### config.mk
export PLATFORM = sky130hd
export DESIGN_NAME = dli_top
export DESIGN_NICKNAME = d
export VERILOG_FILES = /design/src/include/dli_pkg.sv /design/src/include/dli_ev_if.sv /design/src/hw/dli_flags.sv /design/src/hw/dli_top.sv
export SDC_FILE = /design/constraint.sdc
export NUM_CORES = 1
export LEC_CHECK = 0
export BUFFER_PORTS_ARGS = -buffer_cell sky130_fd_sc_hd__buf_4
export CAP_MARGIN = 30
export CORE_ASPECT_RATIO = 1.4
export CORE_MARGIN = 1.5
export CORE_UTILIZATION = 40
export DETAILED_ROUTE_END_ITERATION = 16
export PLACE_DENSITY = 0.88
export SETUP_SLACK_MARGIN = 0.02
export SLEW_MARGIN = 20
export SYNTH_ARGS = -nofsm -noshare
export SYNTH_HDL_FRONTEND = slang
export SYNTH_SLANG_ARGS = --single-unit
### constraint.sdc
create_clock -name pclk -period 3 [get_ports pclk]
set_input_delay 0.6 -clock pclk [delete_from_list [all_inputs] [get_ports pclk]]
set_output_delay 0.6 -clock pclk [all_outputs]
set_load 0.05 [all_outputs]
### src/include/dli_pkg.sv
// Package of register map, field positions and states for the data link interrupt enable block
`default_nettype none
package dli_pkg;
  // Register byte offsets on the APB
  localparam logic [7:0] DLI_OFS_ENABLE = 8'h00; // Interrupt enable register
  localparam logic [7:0] DLI_OFS_STATUS = 8'h04; // Event status register, cleared on read
  // Number of event sources
  localparam int DLI_NUM_EV = 7;
  // Bit positions shared by enable and status registers
  localparam int DLI_BIT_TX_BEGIN = 6;
  localparam int DLI_BIT_RX_BEGIN = 5;
  localparam int DLI_BIT_TX_DONE = 4;
  localparam int DLI_BIT_RX_DONE = 3;
  localparam int DLI_BIT_FCS = 2;
  localparam int DLI_BIT_ABORT = 1;
  localparam int DLI_BIT_IDLE = 0;
  // Reset values
  localparam logic [6:0] DLI_ENABLE_RST = 7'h00;
  localparam logic [6:0] DLI_STATUS_RST = 7'h00;
  localparam logic [31:0] DLI_RDATA_RST = 32'h00000000;
  // Mask of implemented bits, the top bit of the byte is reserved
  localparam logic [7:0] DLI_IMPL_MASK = 8'h7F;
  // Bus slave phases
  typedef enum logic [1:0] {
    DLI_ST_IDLE = 2'b00,
    DLI_ST_RESP = 2'b01
  } dli_state_t;
endpackage : dli_pkg
`default_nettype wire

### src/include/dli_ev_if.sv
// Interface carrying event pulses and clear-on-read strobe to the status flag module
`default_nettype none
interface dli_ev_if;
  logic [6:0] event_pulse; // One-cycle event pulses from the HDLC controllers
  logic clear_strobe; // Read of the status register clears the flags
  logic [6:0] flags; // Sticky flags
  modport ctrl (output event_pulse, output clear_strobe, input flags);
  modport store (input event_pulse, input clear_strobe, output flags);
endinterface : dli_ev_if
`default_nettype wire

### src/hw/dli_flags.sv
// Sticky event flags, set by event pulses and cleared by a status read
`default_nettype none
module dli_flags (
  input wire logic pclk,
  input wire logic presetn,
  dli_ev_if.store ev
);
  // All state of this module
  typedef struct packed {
    logic [6:0] flags_r; // Sticky event flags
  } dli_flags_state_t;

  dli_flags_state_t st_r; // Registered state
  dli_flags_state_t st_nxt; // Next state

  // Set wins over clear so that an event in the clearing cycle survives
  always_comb begin
    st_nxt = st_r;
    st_nxt.flags_r = (ev.clear_strobe ? dli_pkg::DLI_STATUS_RST : st_r.flags_r)
                     | ev.event_pulse;
  end

  // State register
  always_ff @(posedge pclk or negedge presetn) begin
    if (!presetn) begin
      st_r <= '{flags_r: dli_pkg::DLI_STATUS_RST};
    end else begin
      st_r <= st_nxt;
    end
  end

  assign ev.flags = st_r.flags_r;
endmodule : dli_flags
`default_nettype wire

### src/hw/dli_top.sv
// Data link interrupt enable block with APB register access
`default_nettype none
module dli_top (
  input wire logic pclk,
  input wire logic presetn,
  input wire logic psel,
  input wire logic penable,
  input wire logic pwrite,
  input wire logic [7:0] paddr,
  input wire logic [31:0] pwdata,
  output logic [31:0] prdata,
  output logic pready,
  output logic pslverr,
  input wire logic tx_message_begin,
  input wire logic rx_message_begin,
  input wire logic tx_message_done,
  input wire logic rx_message_done,
  input wire logic checksum_fault,
  input wire logic rx_abort_seen,
  input wire logic rx_idle_flag,
  output logic irq_req,
  output logic [6:0] data_link_interrupt_enable_one
);
  // All state of the top module
  typedef struct packed {
    dli_pkg::dli_state_t phase_r; // Bus slave phase
    logic [6:0] enable_r; // Interrupt enables
    logic [31:0] rdata_r; // Read data
    logic ready_r; // Access completes
    logic slverr_r; // Unmapped address
    logic irq_r; // Interrupt request
  } dli_top_state_t;

  dli_top_state_t st_r; // Registered state
  dli_top_state_t st_nxt; // Next state
  dli_ev_if ev (); // Link to the flag store
  logic setup_cyc; // APB setup phase
  logic hit_enable; // Address selects enable register
  logic hit_status; // Address selects status register
  logic [6:0] pending; // Flags gated by enables

  // Sticky status flags
  dli_flags u_flags (
    .pclk(pclk),
    .presetn(presetn),
    .ev(ev)
  );

  // Address decode
  assign setup_cyc = psel && !penable;
  assign hit_enable = (paddr == dli_pkg::DLI_OFS_ENABLE);
  assign hit_status = (paddr == dli_pkg::DLI_OFS_STATUS);

  // Event pulses from the controllers in their bit positions
  always_comb begin
    ev.event_pulse = 7'h00;
    ev.event_pulse[dli_pkg::DLI_BIT_TX_BEGIN] = tx_message_begin;
    ev.event_pulse[dli_pkg::DLI_BIT_RX_BEGIN] = rx_message_begin;
    ev.event_pulse[dli_pkg::DLI_BIT_TX_DONE] = tx_message_done;
    ev.event_pulse[dli_pkg::DLI_BIT_RX_DONE] = rx_message_done;
    ev.event_pulse[dli_pkg::DLI_BIT_FCS] = checksum_fault;
    ev.event_pulse[dli_pkg::DLI_BIT_ABORT] = rx_abort_seen;
    ev.event_pulse[dli_pkg::DLI_BIT_IDLE] = rx_idle_flag;
  end

  // Status read clears the flags when the read data is captured in setup
  assign ev.clear_strobe = setup_cyc && !pwrite && hit_status;

  // Flags that are allowed through
  assign pending = ev.flags & st_r.enable_r;

  // Next-state logic: APB slave with one wait-free access cycle
  always_comb begin
    st_nxt = st_r;
    st_nxt.ready_r = 1'b0;
    st_nxt.slverr_r = 1'b0;
    // Request high while any enabled flag is set
    st_nxt.irq_r = |pending;
    case (st_r.phase_r)
      dli_pkg::DLI_ST_IDLE: begin
        // Setup phase: decode, prepare answer for the access phase
        if (setup_cyc) begin
          st_nxt.phase_r = dli_pkg::DLI_ST_RESP;
          st_nxt.ready_r = 1'b1;
          st_nxt.rdata_r = dli_pkg::DLI_RDATA_RST;
          if (hit_enable) begin
            if (pwrite) begin
              // Reserved bit 7 and upper lanes dropped
              st_nxt.enable_r = pwdata[6:0];
            end else begin
              st_nxt.rdata_r = {25'h0000000, st_r.enable_r};
            end
          end else if (hit_status) begin
            // Status register is read only
            if (!pwrite) begin
              st_nxt.rdata_r = {25'h0000000, ev.flags};
            end
          end else begin
            // Unmapped address answers with an error
            st_nxt.slverr_r = 1'b1;
          end
        end
      end
      dli_pkg::DLI_ST_RESP: begin
        // Access phase completes this cycle
        st_nxt.phase_r = dli_pkg::DLI_ST_IDLE;
      end
      default: begin
        st_nxt.phase_r = dli_pkg::DLI_ST_IDLE;
      end
    endcase
  end

  // State register
  always_ff @(posedge pclk or negedge presetn) begin
    if (!presetn) begin
      st_r.phase_r <= dli_pkg::DLI_ST_IDLE;
      st_r.enable_r <= dli_pkg::DLI_ENABLE_RST;
      st_r.rdata_r <= dli_pkg::DLI_RDATA_RST;
      st_r.ready_r <= 1'b0;
      st_r.slverr_r <= 1'b0;
      st_r.irq_r <= 1'b0;
    end else begin
      st_r <= st_nxt;
    end
  end

  // Outputs straight from flip-flops
  assign prdata = st_r.rdata_r;
  assign pready = st_r.ready_r;
  assign pslverr = st_r.slverr_r;
  assign irq_req = st_r.irq_r;
  assign data_link_interrupt_enable_one = st_r.enable_r;

  // Decode terms shared by the checks below
  logic enable_write_now; // Setup of a write to the enable register
  logic status_write_now; // Setup of a write to the status register
  logic unmapped_now; // Setup of an access that hits no register

  // Setup cycle terms for the checks
  assign enable_write_now = setup_cyc && pwrite && hit_enable;
  assign status_write_now = setup_cyc && pwrite && hit_status;
  assign unmapped_now = setup_cyc && !hit_enable && !hit_status;
endmodule : dli_top
`default_nettype wire

Yosys cells after proc, flatten, opt, wreduce, memory -nomap -nowiden --
Cells that the tools add are included.
Word-level totals: word-level logic and storage cells 33, flip-flop bits (word level) 51
Cells by class: reduce and logical (&&, ||, !) cells 10, muxes and demuxes 12, bitwise logic cells 2, equality and inequality tests 2
Operators with widths (count):
- $mux 32 | 2
- $mux 43 | 1
- $mux 7 | 5
- $eq 8x3->1 const B | 1
- $logic_not 8->1 | 1
- $and 7x7->7 | 1
- $or 7x7->7 | 1
- $reduce_or 7->1 | 1
- $mux 2 | 2
- $reduce_and 4->1 | 1
- $logic_and 1x1->1 | 3
- $logic_not 1->1 | 2
- $logic_not 2->1 | 1
- $mux 1 | 2
- $ne 2x2->1 const B | 1
- $reduce_and 2->1 | 1

Longest topological paths before layout --
Gate-level depths: netlist of the first run.
word-level depth 6, depth in mapped cells 5, mapped depth without buffers 4

Hierarchy --
A second synthesis of the first run with hierarchy kept.
Second synthesis, totals: cells, all modules 119, area, all modules 1348.8 um2
Modules (own cells, without submodules):
- dli_top | seq. area each 450.4 um2, area each 1117.3 um2, cells each 104, times used 1
- dli_flags | seq. area each 175.2 um2, area each 231.5 um2, cells each 15, times used 1

Worst setup path before layout of the first run --
Ideal clock, no wire load.
path kind input to register, start in penable, end reg st_r (netlist bit data_link_interrupt_enable_one[0]), required time 2.875 ns, stages 5, slack 1.264 ns, setup time 0.125 ns, arrival time 1.611 ns, path through or3b_1 buf_4 clkinv_4 nand4_4 mux2_4
On the way: longest elaborated chain between the ends 3
RTL lines:
- from (decl) | RTL line dli_top.sv:7 | input wire logic penable,
- $logic_not 1->1 | RTL line dli_top.sv:50 | assign setup_cyc = psel && !penable;
- $logic_and 1x1->1 | RTL line dli_top.sv:50
- $reduce_and 4->1 (no line)
- to (signal assigned) | RTL line dli_top.sv:124 | st_r <= st_nxt;
- to (decl) | RTL line dli_top.sv:34 | dli_top_state_t st_r;
No other way between the ends. A chain may end at the register's enable or synchronous reset.

Worst setup path in the final report of the first run --
Ends and elaborated chain as after synthesis.

==> results.sh, run 1 <==
export IMPL_hold_violations=0
export IMPL_cp_end_kind="flop"
export IMPL_gp_congestion=0.6867
export IMPL_cts_buffers=3
export IMPL_r2r_worst_path_cells=4
export IMPL_period_share_pct=61.20
export IMPL_insertion_delay_ps=260
export IMPL_status="finished, final reports clean"
export IMPL_nFillCells=321
export IMPL_maxSlewHeadroom_pct=61.32
export IMPL_slew_viol_final=0
export IMPL_nets=200
export IMPL_r2r_end="data_link_interrupt_enable_one[0]$_DFFE_PN0P_"
export IMPL_synthAdderAreaFrac_pct=0
export IMPL_dieArea_um2=3780
export IMPL_synth_compound_area_share_pct=9.890
export IMPL_track_usage_pct=12.99
export IMPL_io_pins=94
export IMPL_fmax_mhz=544.7
export IMPL_routed_wl_mm=2.240
export IMPL_max_stage_delay_ps=630
export IMPL_antenna_left=0
export IMPL_dpl_hpwl_mm=1.784
export IMPL_yosysWarnings=0
export IMPL_worst_path_buf_inv=2
export IMPL_drc=0
export IMPL_crit_type="in2reg"
export IMPL_layout_drive_gt1_share_pct=40.14
export IMPL_tightestPinTransition_ps=580.2
export IMPL_cts_hold_buf=0
export IMPL_grtUsageMet1_pct=15.79
export IMPL_via_count=840
export IMPL_grt_use_met2_pct=22.78
export IMPL_fp_coreArea_um2=3183
export IMPL_tritoncts="done"
export IMPL_skew_ps=6.845
export IMPL_post_cts_resized=0
export IMPL_synth_area_mux_share_pct=11.45
export IMPL_cp_start_kind="input pin"
export IMPL_synth_seq_area_share_pct=45.79
export IMPL_power_uw=684.9
export IMPL_diodes=0
export IMPL_rsz0062_at_grt="no"
export IMPL_synth_xor_area_share_pct=0
export IMPL_pwr_share_seq_pct=50.2
export IMPL_drt_iter0_drc=25
export IMPL_first_pass_iters=4
export IMPL_grt_start_max_net_pins=26
export IMPL_path_max_fanout=17
export IMPL_grt_pass1_wl_mm=3.753
export IMPL_die_w_um=52.40
export IMPL_synthToLayoutAreaGrowth_pct=14.74
export IMPL_finalSetupViolCount=0
export IMPL_grt_pass1_vias=850
export IMPL_path_clk_slew_ps=90
export IMPL_required_ps=3160
export IMPL_cp_top_family="simple AND/OR/NAND/NOR gates"
export IMPL_synthesis_area_um2=1366
export IMPL_grt_ovfl_total=0
export IMPL_clkPwrFrac_pct=28.7
export IMPL_avgSynthCellArea_um2=11.58
export IMPL_syn_inst=118
export IMPL_start_util_pct=42.92
export IMPL_clkSinkCount=25
export IMPL_busiest_layer="met2"
export IMPL_wl_per_cell_um=12.04
export IMPL_r2r_start="st_r[42]$_DFFE_PN0P_"
export IMPL_rrSetupSlack_ps=1270
export IMPL_peakVddDrop_mv=0.2848
export IMPL_use_met3_pct=2.263
export IMPL_finalCriticalPeriod_ps=1836
export IMPL_antenna_found_initial=0
export IMPL_maxCapViolCount=0
export IMPL_portBuffers=43
export IMPL_worstPathCellList="buf_4 > or3b_1 > clkinv_4 > nand4_4 > mux2_4"
export IMPL_chipHeight_um=72.15
export IMPL_viasPerCell=4.516
export IMPL_p_per_area_nw_per_um2=436.9
export IMPL_switching_share_pct=31.24
export IMPL_yosys_area_share_simple_pct=9.066
export IMPL_arrival_ps=1990
export IMPL_clock_tree_buffer_depth=2
export IMPL_power_switching_uw=214.0
export IMPL_cts_root_buf="clkbuf_8"
export IMPL_combPwrFrac_pct=21.1
export IMPL_tns_ps=0
export IMPL_ys_ff_latch=25
export IMPL_htree_levels=1
export IMPL_yosys_cell_types_count=24
export IMPL_cpMaxStageDelayCell="or3b_1"
export IMPL_rows=24
export IMPL_synth_top_family_by_area="buffers and inverters"
export IMPL_p_int_uw=470.9
export IMPL_p_leak_nw=0.8033
export IMPL_post_cts_buffers=0
export IMPL_hp_class="in2async"
==> cell usage after synthesis (all sizes together) <==
cell type  count  area, µm²
buf           41      305.3
dfrtp         25      625.6
a21o           7      52.55
mux2           7      86.33
mux2i          7      70.07
nand2          7      26.28
o31ai          7      52.55
a22oi          2      15.01
nand3          2      10.01
a21oi          1      5.000
a222oi         1      10.01
and4bb         1      12.51
clkbuf         1      3.750
clkinv         1      8.760
conb           1      3.750
inv            1      3.750
nand3b         1      7.510
nand4          1      21.27
nor2b          1      6.260
nor3           1      10.01
nor4           1      21.27
or3b           1      8.760
==> layout by cell type, fill, tap and decap left out <==
cell	count
mux2_4	2
nand4_4	1
conb_1	25
and4bb_2	1
nand3b_1	1
nor2b_1	1
a22oi_1	2
a21o_1	7
dfrtp_1	25
inv_1	1
o31ai_1	7
nor3_2	1
mux2_2	5
clkinv_4	1
mux2i_1	7
or3b_1	1
clkinvlp_4	1
a21oi_1	1
a222oi_1	1
buf_4	43
nand2_1	7
nand3_1	2
clkbuf_8	3
nor4_4	1
==> routing by layer <==
layer	wire length, µm	up-vias	part of all wire (%)
met4	14	0	0.63
met1	893	402	40
met3	144	2	6.4
met5	0	-	0
li1	-	405	-
met2	1187	31	53
==> registers in the layout, summed over array words and instances (netlist names) <==
name,cells
irq_req,1
pslverr,1
data_link_interrupt_enable_one,7
pready,1
st_r,1
prdata,7
u_flags.ev.flags,7
==> logic make-up after synthesis <==
kind of cell | Yosys count
and+or+nand+nor | 16
other | 1
muxes | 14
buffers and inverters | 44
AOI/OAI and AO/OA | 18
DFF | 25
==> power groups by stage <==
stage	Combinational [mW]	Clock [mW]	Sequential [mW]
after floorplan	0.121	0	0.359
after CTS	0.145	0.202	0.344
after detailed placement	0.145	0	0.351
final	0.145	0.196	0.344
after global placement	0.144	0	0.351
after global routing	0.153	0.221	0.345
==> worst max-delay path by stage <==
stage | start | end | cells past startpoint
after floorplan | penable | data_link_interrupt_enable_one[0]$_DFFE_PN0P_ | 5
after global placement | penable | data_link_interrupt_enable_one[2]$_DFFE_PN0P_ | 5
after detailed placement | penable | data_link_interrupt_enable_one[0]$_DFFE_PN0P_ | 5
after CTS | penable | data_link_interrupt_enable_one[0]$_DFFE_PN0P_ | 5
after global routing | penable | data_link_interrupt_enable_one[5]$_DFFE_PN0P_ | 5
final | penable | data_link_interrupt_enable_one[0]$_DFFE_PN0P_ | 5
==> stage by stage <==
step                      utilization (%)  hold slack (ps)  std cells  setup WS, ps  area (µm²)
after floorplan                         -            304.4        142          1264        1456
after global placement              47.72            464.5        182         884.8        1519
after detailed placement            47.72            478.0        182         860.4        1519
after CTS                           49.25            226.2        186          1149        1568
after global routing                49.25            223.9        186          1086        1568
final                               49.25            217.3        186          1164        1568
==> worst reg2reg max path: cells and delay by family (launching register included) <==
family / cells / cell delay [ps]
AND/OR/NAND/NOR: 2 / 780
flip-flops: 1 / 360
multiplexers: 1 / 350
buffers and inverters: 1 / 130
==> cell type report <==
class,count,area (µm²),area share (%)
Clock inverter,1,7.507,0.4789
Tap cell,39,48.80,3.113
Multi-Input combinational cell,73,509.2,32.48
Timing Repair Buffer,43,322.8,20.59
Sequential cell,25,625.6,39.90
Inverter,2,12.51,0.7981
Clock buffer,3,41.29,2.634
Note: power is estimated with default switching activity, not from simulation.
==> run 2, diff against run 1 <==
--- a/config.mk
+++ b/config.mk
@@ -9,9 +9,9 @@
 export CAP_MARGIN = 30
 export CORE_ASPECT_RATIO = 1.4
 export CORE_MARGIN = 1.5
-export CORE_UTILIZATION = 40
+export CORE_UTILIZATION = 37
 export DETAILED_ROUTE_END_ITERATION = 16
-export PLACE_DENSITY = 0.88
+export PLACE_DENSITY = 0.86
 export SETUP_SLACK_MARGIN = 0.02
 export SLEW_MARGIN = 20
 export SYNTH_ARGS = -nofsm -noshare
==> constraint.sdc (replaced) <==
create_clock -name pclk -period 1.6 [get_ports pclk]
set_input_delay 0.32 -clock pclk [delete_from_list [all_inputs] [get_ports pclk]]
set_output_delay 0.32 -clock pclk [all_outputs]
set_load 0.05 [all_outputs]
==> run 2 against run 1 <==
Compared with the run above: wire length is 0.71% higher; critical path depth is 1 lower; worst hold slack better by 14 ps; cell area is 1.4% higher; non-clock buffer count is 3 higher; first-iteration DRC count is 4.0% higher; flip-flop and latch count stayed put; sequential power is 87% higher; clock power is 79% higher; cell count is 2.2% higher; critical path type is now reg2reg; largest power group unchanged.
==> results.sh, run 2 (synthesis results as in run 1) <==
export IMPL_layout_drive_gt1_share_pct=40.00
export IMPL_clock_tree_buffer_depth=2
export IMPL_hold_violations=0
export IMPL_cp_end_kind="flop"
export IMPL_grt_pass1_vias=787
export IMPL_via_count=841
export IMPL_gp_congestion=0.7242
export IMPL_finalSetupViolCount=0
export IMPL_drt_iter0_drc=26
export IMPL_first_pass_iters=5
export IMPL_layout_cells_non_filler=190
export IMPL_insertion_delay_ps=260
export IMPL_final_cell_area_um2=1590
export IMPL_cts_buffers=3
export IMPL_fmax_mhz=684.1
export IMPL_r2r_worst_path_cells=4
export IMPL_track_usage_pct=12.44
export IMPL_portBuffers=43
export IMPL_wl_per_cell_um=11.87
export IMPL_die_w_um=54.36
export IMPL_cts_root_buf="clkbuf_8"
export IMPL_final_cell_mix="buf_4, conb_1, dfrtp_1"
export IMPL_status="finished, final reports clean"
export IMPL_grtUsageMet1_pct=15.21
export IMPL_whs_ps=230.9
export IMPL_use_met3_pct=2.183
export IMPL_finalCoreUtilization_pct=46.22
export IMPL_busiest_layer="met2"
export IMPL_grt_ovfl_total=0
export IMPL_start_util_pct=39.71
export IMPL_arrival_ps=1610
export IMPL_cp_start_kind="flop"
export IMPL_grt_pass1_wl_mm=3.698
export IMPL_mostFrequentLayoutCell="buf_4"
export IMPL_dpl_hpwl_mm=1.840
export IMPL_path_clk_slew_ps=80
export IMPL_period_share_pct=91.36
export IMPL_routed_wl_mm=2.256
export IMPL_maxCapViolCount=0
export IMPL_diodes=0
export IMPL_viasPerCell=4.426
export IMPL_peakVddDrop_mv=0.5347
export IMPL_nFillCells=327
export IMPL_rsz0062_at_grt="no"
export IMPL_path_max_fanout=7
export IMPL_required_ps=1750
export IMPL_rows=25
export IMPL_drc=0
export IMPL_io_pins=94
export IMPL_tns_ps=0
export IMPL_dieArea_um2=4072
export IMPL_grt_use_met2_pct=21.29
export IMPL_p_leak_nw=0.8171
export IMPL_place_area_um2=1535
export IMPL_hp_class="in2reg"
export IMPL_antenna_found_initial=0
export IMPL_htree_levels=1
export IMPL_nets=203
export IMPL_hold_path_depth=2
export IMPL_crit_type="reg2reg"
export IMPL_p_per_area_nw_per_um2=798.9
export IMPL_tritoncts="done"
export IMPL_synthToLayoutAreaGrowth_pct=16.39
export IMPL_grt_start_max_net_pins=26
export IMPL_clkSinkCount=25
export IMPL_antenna_left=0
export IMPL_post_cts_buffers=0
export IMPL_skew_ps=2.570
export IMPL_finalCriticalPeriod_ps=1462
export IMPL_fp_coreArea_um2=3441
export IMPL_place_inst=185
export IMPL_slew_viol_final=0
export IMPL_chipHeight_um=74.90
-- run 2: cell types whose count changed in the layout (fill, tap and decap cells not counted), sizes merged --
| cell | previous run | this run |
|---|---|---|
| clkbuf | 3 | 4 |
| clkinvlp | 1 | 0 |
| buf | 43 | 45 |
| dlygate4sd3 | 0 | 1 |
-- run 2: layer usage --
layer,vias up,share of wire [%]
met4,0,0.93
met1,396,38
met3,2,6.8
met5,-,0
met2,36,54
li1,407,-
-- run 2: worst paths after layout --
kind	end	slack, ps	startpoint
max	data_link_interrupt_enable_one[2]$_DFFE_PN0P_	140	st_r[42]$_DFFE_PN0P_
min	u_flags.ev.flags[6]$_DFF_PN0_	230	tx_message_begin
max reg2reg	data_link_interrupt_enable_one[2]$_DFFE_PN0P_	140	st_r[42]$_DFFE_PN0P_
min reg2reg	prdata[4]$_DFFE_PN0P_	480	prdata[4]$_DFFE_PN0P_
max in group asynchronous	data_link_interrupt_enable_one[2]$_DFFE_PN0P_	880	presetn
min in group asynchronous	data_link_interrupt_enable_one[5]$_DFFE_PN0P_	490	presetn
-- run 2: power by group --
| part | leakage [nW] | switching, mW | internal, mW |
|---|---|---|---|
| registers | 0.310 | 0.00452 | 0.640 |
| logic | 0.485 | 0.205 | 0.0702 |
| clock network | 0.0228 | 0.173 | 0.177 |
| total | 0.817 | 0.383 | 0.888 |
-- run 2: area by class of cell --
cell class,instances,area (µm²),area share [%]
multi-input combinational,73,509.2,32.02
tap,40,50.05,3.147
timing repair buffer,46,347.8,21.87
sequential,25,625.6,39.34
clock buffer,4,45.04,2.832
inverter,2,12.51,0.7868
-- run 2: timing repair --
item / in CTS / in global routing
gates resized for setup: 0 / 0
hold endpoints to repair: 25 / 0
setup endpoints to repair: 0 / 0
hold buffers: 1 / 0
-- run 2: critical path, cell delays in order, from the launching register on --
cell and delay, ps:
dfrtp_1 360, or3b_1 410, clkinv_4 80, nand4_4 150, mux2_4 350
-- run 2: stage by stage --
stage	setup slack [ps]	power, mW
detailed placement	1.094	0.9320
global placement	18.11	0.9292
CTS	110.6	1.293
finish	138.2	1.271
floorplan	143.9	0.9013
global route	80.93	1.336
